### src/pmon_regs.svh
// register map, field positions, reset values and timing counts of the power monitor
//------------------------------------------------------------------------------
// Contract
// - config register at 00h, read/write, reset value 4127h.
// - shunt-drop result at 01h, read-only, latest sense voltage, resets to zero.
// - rail-voltage result at 02h, read-only, latest bus voltage, resets to zero.
// - reading config changes nothing and leaves a running conversion alone.
// - config write stops any conversion; unless the mode is shutdown, a new one starts with new settings.
// - writing one to config bit 15 restores all defaults; bit self-clears.
// - bits 11:9 pick averaging of 1,4,16,64,128,256,512,1024 samples; default 1.
// - bits 8:6 pick rail conversion time 139..8205 us; default code 100.
// - bits 5:3 pick shunt conversion time, same steps; default code 100.
// - bits 2:0 mode: shutdown, triggered or continuous shunt/rail/both; default 111.
// - shunt-drop result is two's complement, bit 15 the sign.
// - shunt-drop count is 2.5 uV; 7FFF is positive full scale.
// - with averaging, shunt-drop result shows the averaged value.
// - rail result unsigned, bit 15 reads zero, 1.25 mV per count.
// - power result is always non-negative, unsigned over sixteen bits.
// - done flag clears on config write (not power-down) or alert select read.
// - power-on reset clears every register to default before any access.
//------------------------------------------------------------------------------
`ifndef PMON_REGS_SVH
`define PMON_REGS_SVH

//------------------------------------------------------------------------------
// command codes
//------------------------------------------------------------------------------
`define PM_ADDR_CFG     8'h00
`define PM_ADDR_SHUNT   8'h01
`define PM_ADDR_RAIL    8'h02
`define PM_ADDR_PWR     8'h03
`define PM_ADDR_CURR    8'h04
`define PM_ADDR_CAL     8'h05
`define PM_ADDR_ASEL    8'h06
`define PM_ADDR_LIM     8'h07
`define PM_ADDR_MAKER   8'hFE
`define PM_ADDR_PART    8'hFF

//------------------------------------------------------------------------------
// reset values and field positions
//------------------------------------------------------------------------------
`define PM_CFG_RESET    16'h4127
`define PM_ZERO16       16'h0000
`define PM_CFG_RST_BIT  15
`define PM_CFG_FIX_HI   14
`define PM_CFG_FIX_LO   12
`define PM_CFG_AVG_HI   11
`define PM_CFG_AVG_LO   9
`define PM_CFG_RCT_HI   8
`define PM_CFG_RCT_LO   6
`define PM_CFG_SCT_HI   5
`define PM_CFG_SCT_LO   3
`define PM_CFG_MODE_HI  2
`define PM_CFG_MODE_LO  0
`define PM_MODE_SHUNT   0
`define PM_MODE_RAIL    1
`define PM_MODE_CONT    2
`define PM_ASEL_WMASK   16'hFC03
`define PM_ASEL_CONV_DONE_FLAG    3
`define PM_ASEL_OVF     2

//------------------------------------------------------------------------------
// averaging counts and arithmetic scaling
//------------------------------------------------------------------------------
`define PM_AVG_N0       1
`define PM_AVG_N1       4
`define PM_AVG_N2       16
`define PM_AVG_N3       64
`define PM_AVG_N4       128
`define PM_AVG_N5       256
`define PM_AVG_N6       512
`define PM_AVG_N7       1024
`define PM_CURR_SHIFT   11
`define PM_PWR_SHIFT    14

//------------------------------------------------------------------------------
// conversion times
//------------------------------------------------------------------------------
`define PM_CLK_MHZ      40
`define PM_CT0_US       139
`define PM_CT1_US       203
`define PM_CT2_US       269
`define PM_CT3_US       525
`define PM_CT4_US       1037
`define PM_CT5_US       2061
`define PM_CT6_US       4109
`define PM_CT7_US       8205
`define PM_US2CYC(us)   ((us) * `PM_CLK_MHZ)

`endif

### src/pmon_pkg.sv
// types shared by the power monitor files
package pmon_pkg;

  typedef enum logic [1:0] {PM_IDLE, PM_SHUNT, PM_RAIL, PM_CALC} pmon_state_t;

endpackage

### src/pmon_avg_acc.sv
// sample accumulator that yields the average of a power-of-two sample count
`timescale 1ns/1ps
module pmon_avg_acc #(
  parameter int unsigned W     = 16,
  parameter bit          SGN   = 1'b1,
  parameter int unsigned ACC_W = 26
) (
  input  wire logic             clk,
  input  wire logic             rst,
  input  wire logic             clr,
  input  wire logic             add,
  input  wire logic [W-1:0]     sample,
  input  wire logic [3:0]       shift,
  output logic      [W-1:0]     avg
);

  //----------------------------------------------------------------------------
  // elaboration check
  //----------------------------------------------------------------------------
  // sum of 1024 samples needs ten guard bits
  if (ACC_W < W + 10) begin : g_chk
    $error("pmon_avg_acc: ACC_W too small");
  end

  logic [ACC_W-1:0] acc_r;
  logic [ACC_W-1:0] acc_nxt;
  logic [ACC_W-1:0] sampleExt;
  logic [ACC_W-1:0] accShift;

  //----------------------------------------------------------------------------
  // accumulate
  //----------------------------------------------------------------------------
  always_comb begin
    sampleExt = {{(ACC_W-W){SGN & sample[W-1]}}, sample};
    acc_nxt   = acc_r;
    if (clr) begin
      acc_nxt = add ? sampleExt : '0;
    end else if (add) begin
      acc_nxt = acc_r + sampleExt;
    end
    if (SGN) begin
      accShift = ACC_W'($signed(acc_r) >>> shift);
    end else begin
      accShift = acc_r >> shift;
    end
    avg = accShift[W-1:0];
  end

  always_ff @(posedge clk) begin
    if (rst) begin
      acc_r <= '0;
    end else begin
      acc_r <= acc_nxt;
    end
  end

endmodule

### src/pmon_conv_regs.sv
// register bank and conversion sequencer of the power monitor
`timescale 1ns/1ps
`include "pmon_regs.svh"
module pmon_conv_regs #(
  parameter int unsigned TMR_W      = 20,
  parameter int unsigned CT0_CYC    = `PM_US2CYC(`PM_CT0_US),
  parameter int unsigned CT1_CYC    = `PM_US2CYC(`PM_CT1_US),
  parameter int unsigned CT2_CYC    = `PM_US2CYC(`PM_CT2_US),
  parameter int unsigned CT3_CYC    = `PM_US2CYC(`PM_CT3_US),
  parameter int unsigned CT4_CYC    = `PM_US2CYC(`PM_CT4_US),
  parameter int unsigned CT5_CYC    = `PM_US2CYC(`PM_CT5_US),
  parameter int unsigned CT6_CYC    = `PM_US2CYC(`PM_CT6_US),
  parameter int unsigned CT7_CYC    = `PM_US2CYC(`PM_CT7_US),
  // identity values are arbitrary
  parameter logic [15:0] MAKER_CODE = 16'hA5C3,
  parameter logic [15:0] PART_CODE  = 16'h3C5A
) (
  input  wire logic        clk,
  input  wire logic        rst,
  input  wire logic [7:0]  regAddr,
  input  wire logic        regWrEn,
  input  wire logic [15:0] regWrData,
  input  wire logic        regRdEn,
  output logic      [15:0] regRdData_r,
  output logic             regRdValid_r,
  input  wire logic [15:0] shuntSample,
  input  wire logic [14:0] railSample,
  output logic             adcShuntSel_r,
  output logic             adcRailSel_r,
  output logic             convDone_r
);

  //----------------------------------------------------------------------------
  // elaboration checks
  //----------------------------------------------------------------------------
  localparam int unsigned TMR_MAX = (1 << TMR_W) - 1;
  localparam logic [15:0] CFG_DFLT = `PM_CFG_RESET;

  if (TMR_W > 31 || CT0_CYC < 1 || CT1_CYC < 1 || CT2_CYC < 1 || CT3_CYC < 1 ||
      CT4_CYC < 1 || CT5_CYC < 1 || CT6_CYC < 1 || CT7_CYC < 1) begin : g_chk_min
    $error("pmon_conv_regs: bad timer width or zero conversion time");
  end
  if (CT0_CYC > TMR_MAX || CT1_CYC > TMR_MAX || CT2_CYC > TMR_MAX ||
      CT3_CYC > TMR_MAX || CT4_CYC > TMR_MAX || CT5_CYC > TMR_MAX ||
      CT6_CYC > TMR_MAX || CT7_CYC > TMR_MAX) begin : g_chk_max
    $error("pmon_conv_regs: conversion time exceeds timer width");
  end

  //----------------------------------------------------------------------------
  // lookups
  //----------------------------------------------------------------------------
  function automatic logic [TMR_W-1:0] ctLoad(input logic [2:0] sel);
    int unsigned cyc;
    cyc = CT0_CYC;
    unique case (sel)
      3'h0: cyc = CT0_CYC;
      3'h1: cyc = CT1_CYC;
      3'h2: cyc = CT2_CYC;
      3'h3: cyc = CT3_CYC;
      3'h4: cyc = CT4_CYC;
      3'h5: cyc = CT5_CYC;
      3'h6: cyc = CT6_CYC;
      3'h7: cyc = CT7_CYC;
    endcase
    // timer counts down to zero, so load one less
    return TMR_W'(cyc - 1);
  endfunction

  function automatic logic [9:0] avgLast(input logic [2:0] sel);
    int unsigned n;
    n = `PM_AVG_N0;
    unique case (sel)
      3'h0: n = `PM_AVG_N0;
      3'h1: n = `PM_AVG_N1;
      3'h2: n = `PM_AVG_N2;
      3'h3: n = `PM_AVG_N3;
      3'h4: n = `PM_AVG_N4;
      3'h5: n = `PM_AVG_N5;
      3'h6: n = `PM_AVG_N6;
      3'h7: n = `PM_AVG_N7;
    endcase
    return 10'(n - 1);
  endfunction

  function automatic logic [3:0] avgShift(input logic [2:0] sel);
    logic [3:0] s;
    s = 4'h0;
    unique case (sel)
      3'h0: s = 4'($clog2(`PM_AVG_N0));
      3'h1: s = 4'($clog2(`PM_AVG_N1));
      3'h2: s = 4'($clog2(`PM_AVG_N2));
      3'h3: s = 4'($clog2(`PM_AVG_N3));
      3'h4: s = 4'($clog2(`PM_AVG_N4));
      3'h5: s = 4'($clog2(`PM_AVG_N5));
      3'h6: s = 4'($clog2(`PM_AVG_N6));
      3'h7: s = 4'($clog2(`PM_AVG_N7));
    endcase
    return s;
  endfunction

  //----------------------------------------------------------------------------
  // declarations
  //----------------------------------------------------------------------------
  logic [11:0]          cfg_r,       cfg_nxt;
  logic [14:0]          cal_r,       cal_nxt;
  logic [15:0]          asel_r,      asel_nxt;
  logic [15:0]          lim_r,       lim_nxt;
  logic [15:0]          regRdData_nxt;
  logic                 regRdValid_nxt;
  logic                 cfgWr;
  logic                 softRst;

  pmon_pkg::pmon_state_t state_r,    state_nxt;
  logic [TMR_W-1:0]     tmr_r,       tmr_nxt;
  logic [9:0]           smpCnt_r,    smpCnt_nxt;
  logic                 trigPend_r,  trigPend_nxt;
  logic [15:0]          shunt_r,     shunt_nxt;
  logic [14:0]          rail_r,      rail_nxt;
  logic [15:0]          curr_r,      curr_nxt;
  logic [15:0]          pwr_r,       pwr_nxt;
  logic                 adcShuntSel_nxt;
  logic                 adcRailSel_nxt;
  logic                 accClr;
  logic                 shuntAdd;
  logic                 railAdd;
  logic                 sampleEnd;
  logic                 calcDone;

  logic [2:0]           avgSel;
  logic [2:0]           railCt;
  logic [2:0]           shuntCt;
  logic                 shuntEn;
  logic                 railEn;
  logic                 contMode;
  logic [15:0]          shuntAvg;
  logic [14:0]          railAvg;
  logic [15:0]          shuntNew;
  logic [14:0]          railNew;
  logic signed [31:0]   currProd;
  logic signed [31:0]   currShift;
  logic [15:0]          currNew;
  logic [15:0]          currAbs;
  logic [30:0]          pwrProd;
  logic [30:0]          pwrShift;
  logic [15:0]          pwrNew;
  logic                 calcOvf;

  assign avgSel   = cfg_r[`PM_CFG_AVG_HI:`PM_CFG_AVG_LO];
  assign railCt   = cfg_r[`PM_CFG_RCT_HI:`PM_CFG_RCT_LO];
  assign shuntCt  = cfg_r[`PM_CFG_SCT_HI:`PM_CFG_SCT_LO];
  assign shuntEn  = cfg_r[`PM_MODE_SHUNT];
  assign railEn   = cfg_r[`PM_MODE_RAIL];
  assign contMode = cfg_r[`PM_MODE_CONT];

  //----------------------------------------------------------------------------
  // averagers
  //----------------------------------------------------------------------------
  pmon_avg_acc #(.W(16), .SGN(1'b1), .ACC_W(26)) u_shuntAcc (
    .clk    (clk),
    .rst    (rst),
    .clr    (accClr),
    .add    (shuntAdd),
    .sample (shuntSample),
    .shift  (avgShift(avgSel)),
    .avg    (shuntAvg)
  );

  pmon_avg_acc #(.W(15), .SGN(1'b0), .ACC_W(25)) u_railAcc (
    .clk    (clk),
    .rst    (rst),
    .clr    (accClr),
    .add    (railAdd),
    .sample (railSample),
    .shift  (avgShift(avgSel)),
    .avg    (railAvg)
  );

  //----------------------------------------------------------------------------
  // result arithmetic
  //----------------------------------------------------------------------------
  always_comb begin
    shuntNew  = shuntEn ? shuntAvg : shunt_r;
    railNew   = railEn ? railAvg : rail_r;
    currProd  = $signed(shuntNew) * $signed({1'b0, cal_r});
    currShift = currProd >>> `PM_CURR_SHIFT;
    currNew   = currShift[15:0];
    // magnitude only, so power never goes negative
    currAbs   = currNew[15] ? 16'(~currNew + 16'h0001) : currNew;
    pwrProd   = currAbs * railNew;
    pwrShift  = pwrProd >> `PM_PWR_SHIFT;
    pwrNew    = pwrShift[15:0];
    calcOvf   = (currShift[31:15] != {17{currShift[31]}}) || (pwrShift[30:16] != 15'h0000);
  end

  //----------------------------------------------------------------------------
  // conversion sequencer
  //----------------------------------------------------------------------------
  always_comb begin
    state_nxt    = state_r;
    tmr_nxt      = tmr_r;
    smpCnt_nxt   = smpCnt_r;
    trigPend_nxt = trigPend_r;
    shunt_nxt    = shunt_r;
    rail_nxt     = rail_r;
    curr_nxt     = curr_r;
    pwr_nxt      = pwr_r;
    accClr       = 1'b0;
    shuntAdd     = 1'b0;
    railAdd      = 1'b0;
    sampleEnd    = 1'b0;
    calcDone     = 1'b0;
    unique case (state_r)
      pmon_pkg::PM_IDLE: begin
        // shutdown codes leave both enables low
        // triggered set waits for a fresh write
        if ((shuntEn || railEn) && (contMode || trigPend_r)) begin
          trigPend_nxt = 1'b0;
          accClr       = 1'b1;
          smpCnt_nxt   = 10'h000;
          if (shuntEn) begin
            state_nxt = pmon_pkg::PM_SHUNT;
            tmr_nxt   = ctLoad(shuntCt);
          end else begin
            state_nxt = pmon_pkg::PM_RAIL;
            tmr_nxt   = ctLoad(railCt);
          end
        end
      end
      pmon_pkg::PM_SHUNT: begin
        if (tmr_r != '0) begin
          tmr_nxt = tmr_r - 1'b1;
        end else begin
          shuntAdd = 1'b1;
          if (railEn) begin
            state_nxt = pmon_pkg::PM_RAIL;
            tmr_nxt   = ctLoad(railCt);
          end else begin
            sampleEnd = 1'b1;
          end
        end
      end
      pmon_pkg::PM_RAIL: begin
        if (tmr_r != '0) begin
          tmr_nxt = tmr_r - 1'b1;
        end else begin
          railAdd   = 1'b1;
          sampleEnd = 1'b1;
        end
      end
      pmon_pkg::PM_CALC: begin
        // latest shunt result, 2.5 uV codes
        shunt_nxt = shuntNew;
        rail_nxt  = railNew;
        curr_nxt  = currNew;
        pwr_nxt   = pwrNew;
        calcDone  = 1'b1;
        state_nxt = pmon_pkg::PM_IDLE;
      end
    endcase
    if (sampleEnd) begin
      if (smpCnt_r == avgLast(avgSel)) begin
        state_nxt = pmon_pkg::PM_CALC;
      end else begin
        smpCnt_nxt = smpCnt_r + 10'h001;
        if (shuntEn) begin
          state_nxt = pmon_pkg::PM_SHUNT;
          tmr_nxt   = ctLoad(shuntCt);
        end else begin
          state_nxt = pmon_pkg::PM_RAIL;
          tmr_nxt   = ctLoad(railCt);
        end
      end
    end
    // write aborts and rearms with new settings
    if (cfgWr) begin
      state_nxt    = pmon_pkg::PM_IDLE;
      trigPend_nxt = 1'b1;
    end
    if (softRst) begin
      shunt_nxt = `PM_ZERO16;
      rail_nxt  = 15'h0000;
      curr_nxt  = `PM_ZERO16;
      pwr_nxt   = `PM_ZERO16;
    end
    adcShuntSel_nxt = (state_nxt == pmon_pkg::PM_SHUNT);
    adcRailSel_nxt  = (state_nxt == pmon_pkg::PM_RAIL);
  end

  always_ff @(posedge clk) begin
    if (rst) begin
      state_r       <= pmon_pkg::PM_IDLE;
      tmr_r         <= '0;
      smpCnt_r      <= 10'h000;
      trigPend_r    <= 1'b0;
      shunt_r       <= `PM_ZERO16;
      rail_r        <= 15'h0000;
      curr_r        <= `PM_ZERO16;
      pwr_r         <= `PM_ZERO16;
      adcShuntSel_r <= 1'b0;
      adcRailSel_r  <= 1'b0;
    end else begin
      state_r       <= state_nxt;
      tmr_r         <= tmr_nxt;
      smpCnt_r      <= smpCnt_nxt;
      trigPend_r    <= trigPend_nxt;
      shunt_r       <= shunt_nxt;
      rail_r        <= rail_nxt;
      curr_r        <= curr_nxt;
      pwr_r         <= pwr_nxt;
      adcShuntSel_r <= adcShuntSel_nxt;
      adcRailSel_r  <= adcRailSel_nxt;
    end
  end

  //----------------------------------------------------------------------------
  // register bank
  //----------------------------------------------------------------------------
  assign cfgWr   = regWrEn && (regAddr == `PM_ADDR_CFG);
  // reset bit is never stored, so it reads back zero
  assign softRst = cfgWr && regWrData[`PM_CFG_RST_BIT];

  always_comb begin
    cfg_nxt        = cfg_r;
    cal_nxt        = cal_r;
    asel_nxt       = asel_r;
    lim_nxt        = lim_r;
    regRdValid_nxt = regRdEn;
    regRdData_nxt  = `PM_ZERO16;
    if (regRdEn) begin
      unique case (regAddr)
        // fixed upper bits read as default
        `PM_ADDR_CFG:   regRdData_nxt = {1'b0,
                                         CFG_DFLT[`PM_CFG_FIX_HI:`PM_CFG_FIX_LO], cfg_r};
        `PM_ADDR_SHUNT: regRdData_nxt = shunt_r;
        `PM_ADDR_RAIL:  regRdData_nxt = {1'b0, rail_r};
        `PM_ADDR_PWR:   regRdData_nxt = pwr_r;
        `PM_ADDR_CURR:  regRdData_nxt = curr_r;
        `PM_ADDR_CAL:   regRdData_nxt = {1'b0, cal_r};
        `PM_ADDR_ASEL:  regRdData_nxt = asel_r;
        `PM_ADDR_LIM:   regRdData_nxt = lim_r;
        `PM_ADDR_MAKER: regRdData_nxt = MAKER_CODE;
        `PM_ADDR_PART:  regRdData_nxt = PART_CODE;
        // unmapped codes read zero
        default:        regRdData_nxt = `PM_ZERO16;
      endcase
    end
    if (regWrEn) begin
      unique case (regAddr)
        `PM_ADDR_CFG:  cfg_nxt = regWrData[11:0];
        `PM_ADDR_CAL:  cal_nxt = regWrData[14:0];
        `PM_ADDR_ASEL: asel_nxt = (regWrData & `PM_ASEL_WMASK) | (asel_r & ~`PM_ASEL_WMASK);
        `PM_ADDR_LIM:  lim_nxt = regWrData;
        // result and identity codes ignore writes
        default:       cfg_nxt = cfg_r;
      endcase
    end
    // clear on read or non-power-down write
    if ((regRdEn && (regAddr == `PM_ADDR_ASEL)) ||
        (cfgWr && (regWrData[`PM_MODE_RAIL:`PM_MODE_SHUNT] != 2'b00)) || softRst) begin
      asel_nxt[`PM_ASEL_CONV_DONE_FLAG] = 1'b0;
    end
    if (softRst) begin
      cfg_nxt  = CFG_DFLT[11:0];
      cal_nxt  = 15'h0000;
      asel_nxt = `PM_ZERO16;
      lim_nxt  = `PM_ZERO16;
    end
    if (calcDone) begin
      asel_nxt[`PM_ASEL_CONV_DONE_FLAG] = 1'b1;
      asel_nxt[`PM_ASEL_OVF]  = calcOvf;
    end
  end

  always_ff @(posedge clk) begin
    if (rst) begin
      cfg_r        <= CFG_DFLT[11:0];
      cal_r        <= 15'h0000;
      asel_r       <= `PM_ZERO16;
      lim_r        <= `PM_ZERO16;
      regRdData_r  <= `PM_ZERO16;
      regRdValid_r <= 1'b0;
      convDone_r   <= 1'b0;
    end else begin
      cfg_r        <= cfg_nxt;
      cal_r        <= cal_nxt;
      asel_r       <= asel_nxt;
      lim_r        <= lim_nxt;
      regRdData_r  <= regRdData_nxt;
      regRdValid_r <= regRdValid_nxt;
      convDone_r   <= asel_nxt[`PM_ASEL_CONV_DONE_FLAG];
    end
  end

endmodule

### config.mk
export PLATFORM = sky130hd
export DESIGN_NAME = pmon_conv_regs
export DESIGN_NICKNAME = d
export VERILOG_FILES = /design/src/pmon_pkg.sv /design/src/pmon_avg_acc.sv /design/src/pmon_conv_regs.sv
export VERILOG_INCLUDE_DIRS = /design/src
export SDC_FILE = /design/constraint.sdc
export NUM_CORES = 2
export LEC_CHECK = 0
export BUFFER_PORTS_ARGS = -buffer_cell sky130_fd_sc_hd__buf_2
export CORE_MARGIN = 8
export CORE_UTILIZATION = 64
export DETAILED_ROUTE_END_ITERATION = 10
export GPL_TIMING_DRIVEN = 0
export PLACE_DENSITY = 0.77
export SLEW_MARGIN = 5
export SYNTH_ARGS = -nofsm -noshare
export SYNTH_HDL_FRONTEND = slang
export SYNTH_SLANG_ARGS = --single-unit
### constraint.sdc
create_clock -name clk -period 31.8 [get_ports clk]
set_clock_uncertainty 0.2 [all_clocks]
set_input_delay 3.18 -clock clk [delete_from_list [all_inputs] [get_ports clk]]
set_output_delay 3.18 -clock clk [all_outputs]
set_load 0.02 [all_outputs]
==> impl_metrics.tcl <==
set metrics [dict create \
    n_antenna_cell 0 \
    hold_start "lim_r[1]" \
    syn_area_sq_um 32310 \
    synth.distinct_cells 87 \
    vias 28800 \
    first_pass_iters 6 \
    worstPathRequired_ps 32070 \
    crit_path_frequent_cell "fa_1" \
    holdPathEnd "lim_r[1]" \
    initial_utilization_pct 64.67 \
    fmax_mhz 55.81 \
    ys_ff_latch 250 \
    fp.dieArea_sq_um 57930 \
    critical-path-slowest-cell "xor2_1" \
    die_w_um 240.7 \
    cts_max_path_buffers 3 \
    slew_violations 8 \
    crit_type "reg2reg" \
    antenna_left 0 \
    power.switching_mw 0.2008 \
    cp-start-kind "flip-flop" \
    grt_start_max_net_pins 18 \
    p_sw_share_pct 27.13 \
    dr.first_iter.drc_count 3290 \
    r2r_end "asel_r[2]" \
    grt_pass1_vias 28230 \
    status "finished with violations" \
    row_count 82 \
    grt_util_met1_pct 48.88 \
    dpl.hpwl_um 79450 \
    p_per_area_nw_per_um2 21.47 \
    cts_tree "done" \
    avgSynthCellArea_sq_um 8.291 \
    max_stage_delay_ps 950 \
    clkTransAtPathRegs_ps 60 \
    postCtsSetupBuffers 0 \
    tns_ps 0 \
    ff2ff_setup_slack_ps 13880 \
    use_met3_pct 6.713 \
    endpoint_kind "flip-flop" \
    n_fill_cell 4239 \
    r2r_cells 56 \
    grt_util_all_layers_pct 34.33 \
    hp-class "reg2reg" \
    ctsResizeCount 0 \
    combPwrFrac_pct 11.4 \
    cts_buffers 25 \
    seqPwrFrac_pct 43.4 \
    syn_to_final_growth_pct 6.680 \
    core_sq_um 49970 \
    synth_flop_cell "dfxtp_1" \
    cap_viol_max_count 1 \
    relSlewSlack_pct -3.236 \
    routed_wl_um 98950 \
    drive_gt1_share_pct 5.394 \
    antenna_found_initial 3 \
    r2r-start "u_railAcc.shift[0]" \
    post-route-util_pct 68.99 \
    internal_power_mw 0.5392 \
    peakVddDrop_mv 0.03893 \
    power.share.clock_pct 45.2 \
    die_h_um 240.7 \
    finalSetupViolCount 0 \
    place_congestion 1.040 \
    cts_max_level 1 \
    port_buffers 78 \
    grt_pass1_wl_um 156800 \
    synth_edf_count 0 \
    async_flop_share_pct 0 \
    min_delay_path_depth 2 \
    grt_util_met2_pct 52.48 \
    yosysSeqAreaShare_pct 15.49 \
    period_needed_ps 17920 \
    syn_nets 4615 \
    period_share_pct 56.35 \
    ios 79 \
    tightest_slew_ps 1532 \
    grt-busiest-layer "met2" \
    root_buffer "clkbuf_16" \
    p_leak_nw 15.49 \
    cts_sinks 250 \
    syn_inst 3897 \
    worstPathArrival_ps 18190 \
    ys_warn_count 0 \
    grt_overflow_total 0 \
    cp_max_fo 10 \
    drc_errors 0 \
    wl_per_cell_um 21.07 \
    clk-insertion-delay-late_ps 570 \
    hold_viol 0 \
    rsz0062_at_grt "no" \
    finalPower_mw 0.7400 \
    cts_hold_buf 0 \
    nets 4722 \
    violations "max-capacitance violations, max-slew violations" \
    vias_per_cell 6.133 \
]
[per-stage QoR]
stage / area (sq um) / hold WS (ps) / setup WS [ps] / instances
after global placement: 33540 / 242.4 / 14410 / 4647
after CTS: 34470 / 254.7 / 14250 / 4695
after global routing: 34470 / 272.8 / 13140 / 4695
after floorplan: 32310 / 219.6 / 17600 / 3897
after detailed placement: 33560 / 245.9 / 14300 / 4649
final: 34470 / 257.9 / 13880 / 4695
[worst max-delay path by stage]
| stage | slack [ps] | start | depth (start not counted) | end |
|---|---|---|---|---|
| final | 13880 | u_railAcc.shift[0] | 56 | asel_r[2] |
| after CTS | 14250 | u_railAcc.shift[0] | 56 | asel_r[2] |
| after global routing | 13140 | u_railAcc.shift[0] | 55 | asel_r[2] |
| after detailed placement | 14300 | u_railAcc.shift[0] | 56 | asel_r[2] |
| after floorplan | 17600 | u_railAcc.shift[0] | 58 | asel_r[2] |
| after global placement | 14410 | u_railAcc.shift[0] | 58 | asel_r[2] |
[routing by layer]
layer	share of wire, %	routed length, um
met5	0.060	59
met4	3.8	3777
met3	11	10640
met2	44	43170
met1	42	41300
[critical path: cells and delay by family, from the launching register on]
kind | cells | cell delay, ps
flip-flops | 1 | 350
multiplexers | 1 | 150
AO/OA/AOI/OAI | 21 | 4930
XOR/XNOR | 1 | 950
buffers and inverters | 14 | 3480
AND/OR/NAND/NOR | 5 | 1200
adder cells (fa/ha/maj) | 14 | 6490
[cells in the final DEF, fill, tap and decap left out, drive strengths merged, types with 19 or more instances in the layout]
| master | Yosys | routed |
|---|---|---|
| o21ai | 126 | 126 |
| a21o | 44 | 44 |
| and3 | 25 | 25 |
| a31oi | 42 | 42 |
| o31ai | 22 | 22 |
| a22oi | 59 | 59 |
| fa | 426 | 426 |
| o22ai | 19 | 19 |
| nor2b | 69 | 69 |
| nor3 | 49 | 49 |
| mux2 | 30 | 30 |
| nand3 | 62 | 62 |
| nand2 | 452 | 452 |
| nor2 | 358 | 358 |
| or2 | 28 | 28 |
| or3 | 19 | 19 |
| buf | 36 | 116 |
| a21oi | 211 | 211 |
| xor2 | 33 | 33 |
| xnor2 | 70 | 70 |
| o211ai | 24 | 24 |
| ha | 233 | 233 |
| a211oi | 48 | 48 |
| clkbuf | 161 | 194 |
| inv | 545 | 546 |
| dfxtp | 250 | 250 |
| nand2b | 74 | 74 |
| and2 | 117 | 117 |
| mux2i | 93 | 93 |
[final cells by class]
type	count	area, sq um	area share [%]
repair buffers	80	405.4	1.176
well taps	672	840.8	2.439
inverters	546	2049	5.946
plain buffers	197	779.5	2.261
multi-input cells	2904	24480	71.03
flip-flops and latches	250	5005	14.52
clock buffers	33	695.7	2.018
clock inverters	13	211.5	0.6135
[cell usage after synthesis, drive strengths merged (13+ instances only)]
master / n / area share (%)
or3: 19 / 0.37
o22ai: 19 / 0.37
a211oi: 48 / 1.1
or2: 28 / 0.54
a31oi: 42 / 0.81
xnor2: 70 / 2.0
o21bai: 13 / 0.34
fa: 426 / 26
o211ai: 24 / 0.56
nor2: 358 / 4.2
nand2: 452 / 5.3
mux2: 30 / 1.0
o31ai: 22 / 0.54
mux2i: 93 / 2.9
inv: 545 / 6.3
xor2: 33 / 0.89
and3: 25 / 0.48
a22oi: 59 / 1.4
nor2b: 69 / 1.3
nand3: 62 / 0.96
and2: 117 / 2.3
buf: 36 / 0.54
clkbuf: 161 / 1.9
o21a: 13 / 0.33
a21o: 44 / 1.0
o21ai: 126 / 2.0
nand2b: 74 / 1.4
a21oi: 211 / 3.3
ha: 233 / 9.0
nand4: 13 / 0.25
dfxtp: 250 / 15
nor3: 49 / 0.76
[power groups by stage]
| stage | Sequential (mW) | Combinational (mW) | Clock [mW] |
|---|---|---|---|
| final | 0.321 | 0.0844 | 0.335 |
| after global routing | 0.321 | 0.0917 | 0.347 |
| after CTS | 0.321 | 0.0817 | 0.332 |
| after detailed placement | 0.328 | 0.0811 | 0 |
| after global placement | 0.328 | 0.0801 | 0 |
| after floorplan | 0.327 | 0.0532 | 0 |
[logic make-up after synthesis]
logic type	Yosys count	synth area share, %
buffers and inverters	743	8.755
DFF	250	15.49
and+or+nand+nor	1309	18.83
xor gates and xnor gates	103	2.897
adders and majority gates	659	35.42
muxes	134	4.693
AOI/OAI and AO/OA	699	13.92
Note: power is estimated with default switching activity, not from simulation.
